File: config.mk
export PLATFORM = sky130hd
export DESIGN_NAME = one_time_enable_watchdog
export DESIGN_NICKNAME = d
export VERILOG_FILES = /design/src/rtl/wdt_unlock_detect.v /design/src/rtl/wdt_reset_pulse.v /design/src/rtl/one_time_enable_watchdog.v
export VERILOG_INCLUDE_DIRS = /design/src /design/src/rtl
export SDC_FILE = /design/constraint.sdc
export NUM_CORES = 1
export LEC_CHECK = 0
export BUFFER_PORTS_ARGS = -buffer_cell sky130_fd_sc_hd__buf_2
export CAP_MARGIN = 20
export CORE_MARGIN = 2
export CORE_UTILIZATION = 50
export CTS_CLUSTER_DIAMETER = 60
export DETAILED_ROUTE_END_ITERATION = 6
export GPL_TIMING_DRIVEN = 0
export PLACE_DENSITY = 0.84
export SLEW_MARGIN = 20
export SYNTH_ARGS = -nofsm -noshare
export SYNTH_HDL_FRONTEND = slang
export SYNTH_SLANG_ARGS = --single-unit
File: constraint.sdc
create_clock -name ref_clk -period 2.5 [get_ports ref_clk]
set_input_delay 0 -clock ref_clk [delete_from_list [all_inputs] [get_ports ref_clk]]
set_output_delay 0 -clock ref_clk [all_outputs]
set_load 0.005 [all_outputs]
File: src/rtl/watchdog_defs.vh
// Shared constants of the one-time-enable watchdog: register indices,
// field positions, reset values, unlock keys and timing counts.
// Assumes inclusion by bare name from every rtl file that needs it.
`ifndef WATCHDOG_DEFS_VH
`define WATCHDOG_DEFS_VH

// Register indices; the byte address on the bus is four times the index
`define WDT_IDX_W           10
`define WDT_IDX_SERVICE     10'h0A6
`define WDT_IDX_AUX         10'h08E
`define WDT_IDX_STATUS      10'h0B0
`define WDT_IDX_MASK        10'h0B1
`define WDT_IDX_STATE       10'h0B2

// Auxiliary control fields and reset value
`define WDT_AUX_RSTOUT_DIS  3
`define WDT_AUX_IDLE_HALT   4
`define WDT_AUX_RESET       8'h00

// Unlock keys written to the service register
`define WDT_KEY_FIRST       8'h1E
`define WDT_KEY_SECOND      8'hE1

// Counter width and terminal count
`define WDT_CNT_W           14
`define WDT_CNT_MAX         14'h3FFF

// Event bits of the status and mask registers
`define WDT_EV_ARM          0
`define WDT_EV_SERVICE      1
`define WDT_EV_OVERFLOW     2
`define WDT_EV_W            3

// State register bit positions
`define WDT_ST_ARMED        0
`define WDT_ST_PDOWN        1
`define WDT_ST_WAKE_HOLD    2
`define WDT_ST_RST_PULSE    3
`define WDT_ST_RST_PIN      4

// Timing: the clock is the oscillator, a machine cycle is 12 periods
`define WDT_CLK_PERIOD_NS   40
`define WDT_OSC_PERIOD_NS   40
`define WDT_OSC_PER_MC      12
`define WDT_MC_NS           (`WDT_OSC_PER_MC * `WDT_OSC_PERIOD_NS)
`define WDT_MC_CYC          (`WDT_MC_NS / `WDT_CLK_PERIOD_NS)
`define WDT_RSTOUT_NS       (98 * `WDT_OSC_PERIOD_NS)
`define WDT_RSTOUT_CYC      ((`WDT_RSTOUT_NS + `WDT_CLK_PERIOD_NS - 1) / `WDT_CLK_PERIOD_NS)

`endif

File: src/rtl/wdt_unlock_detect.v
// Detects the two-byte unlock sequence on the service register.
// Assumes one write strobe per accepted bus write, same clock.
`include "watchdog_defs.vh"

module wdt_unlock_detect (
   // Clock and resets
   input  wire       ref_clk,
   input  wire       rst,
   input  wire       watchdog_service,
   // Service register write
   input  wire       svcWr,
   input  wire [7:0] svcData,
   // Completed sequence, one-cycle pulse
   output reg        seqDone
);

   reg primed_q;   // First key seen by the last service write
   reg primed_d;

   // Next state of the primed flag
   always @* begin
      primed_d = primed_q;
      if (svcWr) begin
         // Any other value drops the half-done sequence
         primed_d = (svcData == `WDT_KEY_FIRST);
      end
   end

   // Done only when the second key follows the first directly
   always @(posedge ref_clk) begin
      if (rst || watchdog_service) begin
         primed_q <= 1'b0;
         seqDone  <= 1'b0;
      end else begin
         primed_q <= primed_d;
         seqDone  <= svcWr && primed_q && (svcData == `WDT_KEY_SECOND);
      end
   end

endmodule // wdt_unlock_detect

File: src/rtl/wdt_reset_pulse.v
// Stretches an overflow into a fixed-length reset pulse.
// Assumes start is a one-cycle pulse; a start during a pulse is ignored.
`include "watchdog_defs.vh"

module wdt_reset_pulse #(
   parameter LEN = `WDT_RSTOUT_CYC
) (
   // Clock and reset
   input  wire ref_clk,
   input  wire rst,
   // Pulse request and pin-drive disable sampled at start
   input  wire start,
   input  wire drvDis,
   // Pulse level and pin drive permission
   output reg  active,
   output reg  drive
);

   reg [7:0] left_q;   // Cycles of the pulse still to go

   // Load on start, count down, drop after the last cycle
   always @(posedge ref_clk) begin
      if (rst) begin
         left_q <= 8'h00;
         active <= 1'b0;
         drive  <= 1'b0;
      end else if (start && !active) begin
         left_q <= LEN[7:0] - 8'h01;
         active <= 1'b1;
         // Disable is caught here since the overflow clears the control bit
         drive  <= !drvDis;
      end else if (active) begin
         if (left_q == 8'h00) begin
            active <= 1'b0;
            drive  <= 1'b0;
         end else begin
            left_q <= left_q - 8'h01;
         end
      end
   end

endmodule // wdt_reset_pulse

File: src/rtl/one_time_enable_watchdog.v
// One-time-enable watchdog with reset-out, behind a classic Wishbone slave.
// Assumes ref_clk is the oscillator; power-down entry, idle level and the
// interrupt enables come from core logic on the same clock, the external
// interrupt lines and the reset pin come from pins.
//
// Implementation choice: register access over Wishbone.
`include "watchdog_defs.vh"

module one_time_enable_watchdog #(
   parameter MC_CYC     = `WDT_MC_CYC,
   parameter RSTOUT_CYC = `WDT_RSTOUT_CYC
) (
   // Clock and synchronous reset
   input  wire        ref_clk,
   input  wire        rst,
   // Wishbone slave
   input  wire        cyc_i,
   input  wire        stb_i,
   input  wire        we_i,
   input  wire [11:0] adr_i,
   input  wire [3:0]  sel_i,
   input  wire [31:0] dat_i,
   output reg  [31:0] dat_o,
   output reg         ack_o,
   // Core power state
   input  wire        pdEnter,
   input  wire        idleMode,
   // External interrupt lines and their enables
   input  wire        extIrqLineA_n,
   input  wire        extIrqLineB_n,
   input  wire        irqEnA,
   input  wire        irqEnB,
   // Reset pin, two-way
   input  wire        rstPinIn,
   output wire        rstPinOut,
   output wire        rstPinOe_n,
   // Reset to the rest of the device
   output wire        deviceReset,
   // Power state seen by the core
   output wire        pdActive,
   // Interrupt
   output wire        irq
);

   // Power states, one-hot
   localparam [2:0] ST_RUN  = 3'b001;
   localparam [2:0] ST_PD   = 3'b010;
   localparam [2:0] ST_WAKE = 3'b100;

   // Register index decode, used by both read and write paths
   function hit;
      input [11:0] adr;
      input [9:0]  idx;
      begin
         hit = (adr[11:2] == idx);
      end
   endfunction

   // Pin synchronisers
   reg        irqA1_q;       // Stage one, line A
   reg        irqA_q;        // Stage two, line A
   reg        irqB1_q;       // Stage one, line B
   reg        irqB_q;        // Stage two, line B
   reg        rstPin1_q;     // Stage one, reset pin
   reg        rstPin_q;      // Stage two, reset pin

   // Bus side
   wire       busReq;        // New request this cycle
   wire       wrEn;          // Write accepted, low byte enabled
   wire       svcWr;         // Service register write

   // Registers
   reg  [7:0] aux_q;         // Auxiliary control
   reg  [`WDT_EV_W-1:0] status_q; // Sticky events
   reg  [`WDT_EV_W-1:0] status_d;
   reg  [`WDT_EV_W-1:0] mask_q;   // Interrupt mask

   // Watchdog core
   reg        armed_q;       // Armed, only a reset clears it
   reg  [`WDT_CNT_W-1:0] count_q; // Machine-cycle count
   reg  [7:0] mcDiv_q;       // Oscillator periods within a machine cycle
   wire       mcEn;          // One pulse per machine cycle
   wire       seqDone;       // Unlock sequence completed
   wire       overflow;      // Terminal count reached
   wire       running;       // Oscillator up and watchdog not held
   wire       idleHold;      // Idle with halt selected

   // Power state
   reg  [2:0] pstate_q;
   reg  [2:0] pstate_d;
   reg        wakeByB_q;     // Line B ended the power-down
   reg        wakeByB_d;

   // Reset pulse
   wire       pulseActive;
   wire       pulseDrive;

   // Two flip-flops on every pin before any logic reads it
   always @(posedge ref_clk) begin
      if (rst) begin
         irqA1_q   <= 1'b1;
         irqA_q    <= 1'b1;
         irqB1_q   <= 1'b1;
         irqB_q    <= 1'b1;
         rstPin1_q <= 1'b0;
         rstPin_q  <= 1'b0;
      end else begin
         irqA1_q   <= extIrqLineA_n;
         irqA_q    <= irqA1_q;
         irqB1_q   <= extIrqLineB_n;
         irqB_q    <= irqB1_q;
         rstPin1_q <= rstPinIn;
         rstPin_q  <= rstPin1_q;
      end
   end

   // Bus decode: ack one cycle after the request, dropped the next cycle
   assign busReq = cyc_i && stb_i && !ack_o;
   assign wrEn   = busReq && we_i && sel_i[0];
   assign svcWr  = wrEn && hit(adr_i, `WDT_IDX_SERVICE);

   // Acknowledge and read data; unmapped and write-only read as zero
   always @(posedge ref_clk) begin
      if (rst) begin
         ack_o <= 1'b0;
         dat_o <= 32'h0000_0000;
      end else begin
         ack_o <= busReq;
         dat_o <= 32'h0000_0000;
         if (busReq && !we_i) begin
            if (hit(adr_i, `WDT_IDX_AUX)) begin
               dat_o[7:0] <= aux_q;
            end else if (hit(adr_i, `WDT_IDX_STATUS)) begin
               dat_o[`WDT_EV_W-1:0] <= status_q;
            end else if (hit(adr_i, `WDT_IDX_MASK)) begin
               dat_o[`WDT_EV_W-1:0] <= mask_q;
            end else if (hit(adr_i, `WDT_IDX_STATE)) begin
               dat_o[`WDT_ST_ARMED]     <= armed_q;
               dat_o[`WDT_ST_PDOWN]     <= pstate_q[1];
               dat_o[`WDT_ST_WAKE_HOLD] <= pstate_q[2];
               dat_o[`WDT_ST_RST_PULSE] <= pulseActive;
               dat_o[`WDT_ST_RST_PIN]   <= rstPin_q;
            end
            // Service register and counter never read back
         end
      end
   end

   // Auxiliary control; only the two defined bits are kept
   always @(posedge ref_clk) begin
      if (rst || overflow) begin
         aux_q <= `WDT_AUX_RESET;
      end else if (wrEn && hit(adr_i, `WDT_IDX_AUX)) begin
         aux_q <= 8'h00;
         aux_q[`WDT_AUX_IDLE_HALT]  <= dat_i[`WDT_AUX_IDLE_HALT];
         aux_q[`WDT_AUX_RSTOUT_DIS] <= dat_i[`WDT_AUX_RSTOUT_DIS];
      end
   end

   // Sticky events, write one to clear, a new event wins over the clear
   always @* begin
      status_d = status_q;
      if (wrEn && hit(adr_i, `WDT_IDX_STATUS)) begin
         status_d = status_q & ~dat_i[`WDT_EV_W-1:0];
      end
      status_d[`WDT_EV_ARM]      = status_d[`WDT_EV_ARM] | (seqDone & !armed_q);
      status_d[`WDT_EV_SERVICE]  = status_d[`WDT_EV_SERVICE] | (seqDone & armed_q);
      status_d[`WDT_EV_OVERFLOW] = status_d[`WDT_EV_OVERFLOW] | overflow;
   end

   // Status and mask survive the overflow so software can see the cause
   always @(posedge ref_clk) begin
      if (rst) begin
         status_q <= {`WDT_EV_W{1'b0}};
         mask_q   <= {`WDT_EV_W{1'b0}};
      end else begin
         status_q <= status_d;
         if (wrEn && hit(adr_i, `WDT_IDX_MASK)) begin
            mask_q <= dat_i[`WDT_EV_W-1:0];
         end
      end
   end

   assign irq = |(status_q & mask_q);

   // Unlock sequence on the service register
   wdt_unlock_detect u_unlock (
      .ref_clk (ref_clk),
      .rst     (rst),
      .watchdog_service  (overflow),
      .svcWr   (svcWr),
      .svcData (dat_i[7:0]),
      .seqDone (seqDone)
   );

   // Power state: run, oscillator stopped, waiting for the wake line high
   always @* begin
      pstate_d  = pstate_q;
      wakeByB_d = wakeByB_q;
      case (pstate_q)
         ST_RUN: begin
            if (pdEnter) begin
               pstate_d = ST_PD;
            end
         end
         ST_PD: begin
            // Only a low level on an enabled line ends it
            if (irqEnA && !irqA_q) begin
               pstate_d  = ST_WAKE;
               wakeByB_d = 1'b0;
            end else if (irqEnB && !irqB_q) begin
               pstate_d  = ST_WAKE;
               wakeByB_d = 1'b1;
            end
         end
         ST_WAKE: begin
            // Oscillator settles while the line is low; start on release
            if (wakeByB_q ? irqB_q : irqA_q) begin
               pstate_d = ST_RUN;
            end
         end
         default: begin
            pstate_d = ST_RUN;
         end
      endcase
   end

   // Hardware reset also ends power-down
   always @(posedge ref_clk) begin
      if (rst || overflow) begin
         pstate_q  <= ST_RUN;
         wakeByB_q <= 1'b0;
      end else begin
         pstate_q  <= pstate_d;
         wakeByB_q <= wakeByB_d;
      end
   end

   assign pdActive = !pstate_q[0];

   // Counting allowed only with the oscillator up and no hold in force
   assign idleHold = idleMode && aux_q[`WDT_AUX_IDLE_HALT];
   assign running  = pstate_q[0] && !idleHold;

   // Machine-cycle divider; frozen with the count so phase is kept
   always @(posedge ref_clk) begin
      if (rst || overflow) begin
         mcDiv_q <= 8'h00;
      end else if (running) begin
         if (mcDiv_q == MC_CYC[7:0] - 8'h01) begin
            mcDiv_q <= 8'h00;
         end else begin
            mcDiv_q <= mcDiv_q + 8'h01;
         end
      end
   end

   assign mcEn = running && (mcDiv_q == MC_CYC[7:0] - 8'h01);

   // Terminal count raises the watchdog's own reset for one cycle
   assign overflow = armed_q && (count_q == `WDT_CNT_MAX);

   // Arm, service and count; nothing but a reset clears the arm
   always @(posedge ref_clk) begin
      if (rst || overflow) begin
         armed_q <= 1'b0;
         count_q <= {`WDT_CNT_W{1'b0}};
      end else begin
         if (seqDone) begin
            armed_q <= 1'b1;
            count_q <= {`WDT_CNT_W{1'b0}};
         end else if (armed_q && mcEn) begin
            count_q <= count_q + 1'b1;
         end
      end
   end

   // Reset-out pulse after overflow
   wdt_reset_pulse #(
      .LEN (RSTOUT_CYC)
   ) u_pulse (
      .ref_clk (ref_clk),
      .rst     (rst),
      .start   (overflow),
      .drvDis  (aux_q[`WDT_AUX_RSTOUT_DIS]),
      .active  (pulseActive),
      .drive   (pulseDrive)
   );

   // Pin driven high for the pulse unless reset-out is disabled
   assign rstPinOut   = pulseActive;
   assign rstPinOe_n  = !pulseDrive;
   assign deviceReset = pulseActive;

endmodule // one_time_enable_watchdog

==> flow_metrics.py, run 1 <==
metrics = {
    "sta": {
        "worst_slack_ps": 272,
        "relSlewSlack_pct": 62.0,
        "post-route-min-period_ps": 2230,
        "tightest_slew_ps": 565,
        "setup_viol": 0,
        "fin_skew_ps": 4.82,
        "slew_viol_final": 0,
        "max_freq_mhz": 449,
        "hold_violations": 0,
        "grt_setup_unrepaired": "false",
        "setup_tns_ps": 0,
        "period_share_pct": 89.1,
        "holdWs_ps": 38.3,
    },
    "die": {
        "start_util_pct": 52.6,
        "core_mm2": 0.00557,
        "rows": 27,
        "die_h_um": 80.6,
        "io_pins": 98,
        "fp.dieArea_mm2": 0.00649,
        "chipWidth_um": 80.6,
    },
    "grt": {
        "grt_pass1_wl_mm": 10.5,
        "antenna_found_initial": 0,
        "grt_max_degree": 12,
        "grt_use_total_pct": 21.1,
        "grt_pass1_vias": 2414,
        "grt-ovfl-total": 0,
    },
    "setup_path": {
        "worstSetupStartpoint": "count_q[0]",
        "reg2reg_to": "count_q[2]",
        "worstReg2RegStart": "count_q[0]",
        "slowest_delay_ps": 600,
        "ff2ff_setup_slack_ps": 270,
        "crit_path_max_fanout": 10,
        "end_kind": "flip-flop",
        "r2r_cells": 7,
        "worstSetupStartpointType": "flip-flop",
        "worst-endpoint-arrival_ps": 2460,
        "cp_cell_sequence": "ha_1, nand3_1, nor4_1, or3_1, clkbuf_1, buf_2, nor2_1",
        "required_ps": 2730,
        "critical_path_class": "reg -> reg",
        "cpMaxStageDelayCell": "nor4_1",
    },
    "synthesis": {
        "yosys.area.top_type_share_pct": 40.3,
        "ys_ff_latch": 59,
        "yosys.cell_types.count": 48,
        "synth_most_common_cell": "dfxtp_1",
        "async_reset_ff_share_pct": 0,
        "synthFlopType": "dfxtp_1",
        "synth_top_cell_by_area": "dfxtp_1",
        "synthTopCellsByArea": "dfxtp_1 (40%), buf_4 (7.2%), nor2_1 (4.9%), mux2i_1 (4.4%), a21oi_1 (4.1%)",
        "yosys-top-cells-count": "dfxtp_1 (59), nor2_1 (38), buf_4 (28), a21oi_1 (24)",
        "synth_area_mm2": 0.00293,
        "syn_avg_cell_area_um2": 8.78,
        "synth_edf_count": 0,
        "synthesis.instances": 334,
        "yosys_warnings": 0,
        "synth_seq_area_share_pct": 40.3,
    },
    "worst_hold_path": {
        "hold_end": "u_unlock.primed_q",
        "hold_depth": 4,
        "hp-start": "dat_i[6]",
        "hold_class": "in -> reg",
    },
    "final_layout": {
        "utilization_pct": 64.2,
        "drive_gt1_share_pct": 23.3,
        "area_growth_pct": 22.1,
        "nNetsFinal": 484,
        "nFillCells": 495,
        "design_area_mm2": 0.00358,
        "regArea_mm2": 0.00118,
        "multi_input_area_mm2": 0.00157,
        "num_antenna_cells": 0,
    },
    "clock_network": {
        "cts_setup_buffers": 0,
        "clkSlewWorstSetupHoldPaths_ps": 60,
        "clk_path_buf_depth": 2,
        "hold_buffers": 10,
        "ctsResizeCount": 0,
        "tritoncts": "built",
        "cts-root-buf": "clkbuf_8",
        "clock-sinks": 59,
        "clk-insertion-delay-late_ps": 340,
        "h-tree-depth": 3,
        "cts_buffers": 9,
    },
    "drt": {
        "drtIter0Drc": 183,
        "drt_first_pass_iters": 4,
        "drc": 0,
        "dr_total_vias": 2680,
        "routedWlPerCell_um": 13.3,
        "wirelength_mm": 6.63,
        "ant_nets": 0,
        "viasPerCell": 5.39,
    },
    "status": {
        "status": "complete, no violations",
    },
    "power_and_ir_drop": {
        "irDropWorstVdd_uv": 342,
        "power_leakage_nw": 1.49,
        "powerDensity_mw_per_mm2": 517,
    },
    "place": {
        "place.gp.congestion": 0.853,
        "dpl_cell_area_mm2": 0.00332,
        "place_ws_ps": 357,
        "dpl.hpwl_mm": 4.63,
        "port_buffers": 40,
    },
    "run": {
        "cap_viol_max_count": 0,
    },
}
worst max-delay path: cells and delay by family, from the launching register on:
family	cells	cell delay, ps
AND/OR/NAND/NOR	4	1070
buffers and inverters	2	460
flip-flops	1	400
adder cells (fa/ha/maj)	1	190
worst max-delay path by stage:
stage	end	slack (ps)
2_1_floorplan	u_pulse.left_q[1]	690
3_3_place_gp	count_q[1]	340
3_5_place_dp	count_q[0]	360
4_1_cts	count_q[2]	320
5_1_grt	count_q[2]	150
6_report	count_q[2]	270
power by group:
| group | switching [mW] | internal, mW | leakage [nW] | total (mW) |
|---|---|---|---|---|
| clock | 0.356 | 0.376 | 0.0860 | 0.732 |
| sequential | 0.0104 | 0.953 | 0.478 | 0.963 |
| combinational | 0.0736 | 0.0822 | 0.931 | 0.156 |
per-stage QoR:
step	cells	total power, mW
detailed placement	472	1.12
finish	497	1.85
global placement	472	1.12
floorplan	360	1.07
global route	497	1.93
CTS	497	1.86
layout by cell type, fill, tap and decap left out, types with 6 or more instances in the layout:
cell type / count
nand4b_1: 6
nand3_1: 10
mux2i_1: 13
buf_2: 43
a21oi_1: 24
nor3_1: 6
dlygate4sd3_1: 10
o31ai_1: 6
clkbuf_1: 9
or4_1: 9
nor2b_1: 11
o21ai_0: 10
inv_1: 7
nor2_1: 38
xor2_1: 7
or3_1: 10
or2_2: 7
dfxtp_1: 59
nand4_1: 10
nand2_1: 13
conb_1: 27
buf_4: 28
clkbuf_8: 10
layout make-up:
class                      count  share of cell area (%)
tap                           72                    2.52
sequential                    59                    33.0
timing repair buffer          50                    8.39
inverter                       7                   0.734
clock inverter                 3                   0.419
buffer                        38                    7.03
multi-input combinational    256                    43.9
clock buffer                  12                    4.05
cell families (layout without fill, tap and decap cells):
logic type	count (synthesis)	count (layout)	share of synthesized area, %
AO/OA/AOI/OAI	55	55	11.8
XOR/XNOR	11	11	3.29
adder cells (fa/ha/maj)	3	3	1.28
buffers and inverters	45	110	9.48
flip-flops	59	59	40.3
multiplexers	14	14	4.82
other	1	27	0.128
AND/OR/NAND/NOR	146	146	28.9
state kept, by name (all words and copies together) (netlist names), 2 cells and up:
name,flops
count_q,14
mcDiv_q,8
u_pulse.left_q,8
dat_o,5
mask_q,3
pstate_q,3
status_q,3
aux_q,2
metal layers:
metal | share of wire (%) | vias to the layer above | global-route usage [%]
met5 | 0 | - | 0
met4 | 2.8 | 0 | 11.2
met3 | 6.2 | 17 | 5.17
met2 | 48 | 95 | 36.3
met1 | 43 | 1237 | 24.1
li1 | - | 1331 | -
Note: power is estimated with default switching activity, not from simulation.
==> run 2: changes to the inputs <==
--- a/config.mk
+++ b/config.mk
@@ -6,6 +6,7 @@
 export SDC_FILE = /design/constraint.sdc
 export NUM_CORES = 1
 export LEC_CHECK = 0
+export ABC_AREA = 1
 export BUFFER_PORTS_ARGS = -buffer_cell sky130_fd_sc_hd__buf_2
 export CAP_MARGIN = 20
 export CORE_MARGIN = 2
@@ -13,7 +14,7 @@
 export CTS_CLUSTER_DIAMETER = 60
 export DETAILED_ROUTE_END_ITERATION = 6
 export GPL_TIMING_DRIVEN = 0
-export PLACE_DENSITY = 0.84
+export PLACE_DENSITY = 0.83
 export SLEW_MARGIN = 20
 export SYNTH_ARGS = -nofsm -noshare
 export SYNTH_HDL_FRONTEND = slang
==> flow_metrics.py, run 2 <==
metrics = {
    "status": {
        "status": "complete, no violations",
    },
    "clock_network": {
        "clk_path_buf_depth": 2,
        "hold_buffers": 12,
        "ctsResizeCount": 0,
        "clock-sinks": 59,
        "clkSlewWorstSetupHoldPaths_ps": 70,
        "cts-root-buf": "clkbuf_8",
        "cts_buffers": 9,
        "cts_setup_buffers": 0,
        "clk-insertion-delay-late_ps": 340,
        "h-tree-depth": 3,
        "tritoncts": "built",
    },
    "final_layout": {
        "nFillCells": 562,
        "regMostFlops": "count_q",
        "layout_common_cells": "nand2_1 (113), nor2_1 (63), dfxtp_1 (59)",
        "multi_input_area_mm2": 0.00173,
        "layout_commonest_cell": "nand2_1",
        "num_antenna_cells": 0,
        "utilization_pct": 63.5,
        "nNetsFinal": 626,
        "regArea_mm2": 0.00118,
        "area_growth_pct": 22.7,
        "top_regs": "count_q x14, mcDiv_q x8, u_pulse.left_q x8",
        "largest_register_ffs": 14,
        "drive_gt1_share_pct": 21.8,
    },
    "synthesis": {
        "synthTopCellsByArea": "dfxtp_1 (36%), nand2_1 (13%), nor2_1 (7.2%), buf_4 (6.4%), inv_1 (6.1%)",
        "synthFlopType": "dfxtp_1",
        "synth_top_cell_by_area": "dfxtp_1",
        "async_reset_ff_share_pct": 0,
        "syn_avg_cell_area_um2": 6.95,
        "synth_edf_count": 0,
        "synthesis.instances": 473,
        "yosys.area.top_type_share_pct": 35.9,
        "synth_area_mm2": 0.00329,
        "yosys.cell_types.count": 34,
        "synth_seq_area_share_pct": 35.9,
        "ys_ff_latch": 59,
        "yosys_warnings": 0,
        "synth_most_common_cell": "nand2_1",
        "yosys-top-cells-count": "nand2_1 (113), nor2_1 (63), dfxtp_1 (59), inv_1 (53), nand3_1 (35)",
    },
    "worst_hold_path": {
        "hold_class": "in -> reg",
        "hold_depth": 3,
    },
    "power_and_ir_drop": {
        "p_int_mw": 1.66,
        "comb_power_share_pct": 9.2,
        "power_frac_seq_pct": 45.0,
        "power_leakage_nw": 1.86,
        "irDropWorstVdd_uv": 553,
        "powerDensity_mw_per_mm2": 532,
        "clkPwrFrac_pct": 45.8,
        "switching_share_pct": 22.5,
        "power.net_switching_mw": 0.483,
    },
    "sta": {
        "setup_viol": 0,
        "post-route-min-period_ps": 1640,
        "grt_setup_unrepaired": "false",
        "relSlewSlack_pct": 65.5,
        "setup_tns_ps": 0,
        "max_freq_mhz": 610,
        "fin_skew_ps": 9.16,
        "slew_viol_final": 0,
        "period_share_pct": 65.6,
        "tightest_slew_ps": 514,
        "hold_violations": 0,
    },
    "drt": {
        "drt_first_pass_iters": 4,
        "viasPerCell": 4.85,
        "routedWlPerCell_um": 11.4,
        "ant_nets": 0,
        "wirelength_mm": 7.36,
        "drc": 0,
        "drtIter0Drc": 134,
        "dr_total_vias": 3131,
    },
    "setup_path": {
        "cp_cell_sequence": "ha_1, nand3_1, nor2_2, nand3_2, inv_2, buf_6, nand2_1, a21oi_2",
        "crit_path_max_fanout": 10,
        "worstSetupStartpointType": "flip-flop",
        "end_kind": "flip-flop",
        "critical_path_class": "reg -> reg",
        "worst-endpoint-arrival_ps": 1910,
        "r2r_cells": 8,
        "cpMaxStageDelayCell": "dfxtp_1",
        "required_ps": 2770,
        "slowest_delay_ps": 380,
    },
    "grt": {
        "grt_pass1_vias": 2917,
        "grt_pass1_wl_mm": 12.3,
        "grt-ovfl-total": 0,
        "grt_use_total_pct": 21.2,
        "grt_max_degree": 11,
        "antenna_found_initial": 0,
    },
    "die": {
        "io_pins": 98,
        "fp.dieArea_mm2": 0.00724,
        "start_util_pct": 51.8,
        "chipWidth_um": 85.1,
        "core_mm2": 0.00635,
        "die_h_um": 85.1,
        "rows": 29,
    },
    "run": {
        "cap_viol_max_count": 0,
    },
    "place": {
        "place.gp.congestion": 0.889,
        "port_buffers": 41,
        "dpl.hpwl_mm": 5.50,
    },
}
run 2: worst paths after layout:
kind | startpoint | to | slack (ps)
hold reg to reg | irqB1_q | irqB_q | 410
hold / removal | stb_i | ack_o | 10
setup / recovery | mcDiv_q[0] | count_q[1] | 860
setup reg to reg | mcDiv_q[0] | count_q[1] | 860
run 2: logic make-up (layout without fill, tap and decap cells):
family                   Yosys count  count (layout)  synth area share (%)
AND/OR/NAND/NOR                  260             260                  36.4
buffers and inverters             90             159                  14.3
flip-flops                        59              59                  35.9
AO/OA/AOI/OAI                     47              47                  8.68
XOR/XNOR                          13              13                  3.46
adder cells (fa/ha/maj)            3               3                  1.14
other                              1              27                 0.114
run 2: routing by layer:
metal | global-route usage [%] | wire length [um] | share of wire [%] | vias to the layer above
met3 | 5.93 | 354 | 4.8 | 10
met4 | 7.50 | 83 | 1.1 | 0
met5 | 0 | 0 | 0 | -
met1 | 24.0 | 3140 | 43 | 1424
met2 | 37.9 | 3790 | 51 | 66
li1 | - | - | - | 1631
run 2: power groups by stage:
| stage | registers, mW | logic [mW] | clock network, mW |
|---|---|---|---|
| 2_1_floorplan | 0.983 | 0.124 | 0 |
| 3_3_place_gp | 0.986 | 0.171 | 0 |
| 3_5_place_dp | 0.987 | 0.178 | 0 |
| 4_1_cts | 0.966 | 0.193 | 1.00 |
| 5_1_grt | 0.967 | 0.220 | 1.05 |
| 6_report | 0.966 | 0.196 | 0.983 |
run 2: per-stage QoR:
stage	cell area, um2	hold WS, ps	power, mW	worst slack (ps)	std cells
after floorplan	3380	104	1.11	1110	499
after global placement	3690	184	1.16	945	617
after detailed placement	3690	188	1.16	903	617
after CTS	4030	1.73	2.16	871	645
after global routing	4030	12.9	2.24	730	645
final	4030	10.8	2.15	860	645
run 2: cell type report:
class / instances / share of cell area, %
multi-input combinational: 350 / 43.0
clock inverter: 4 / 1.80
buffer: 34 / 6.45
inverter: 56 / 5.21
clock buffer: 12 / 3.85
sequential: 59 / 29.3
tap: 77 / 2.39
timing repair buffer: 53 / 8.06
run 2: critical path: cells and delay by family, from the launching register on:
family	cells	cell delay [ps]
DFF	1	380
AOI/OAI and AO/OA	1	110
buffers and inverters	2	320
adders and majority gates	1	260
and+or+nand+nor	4	500
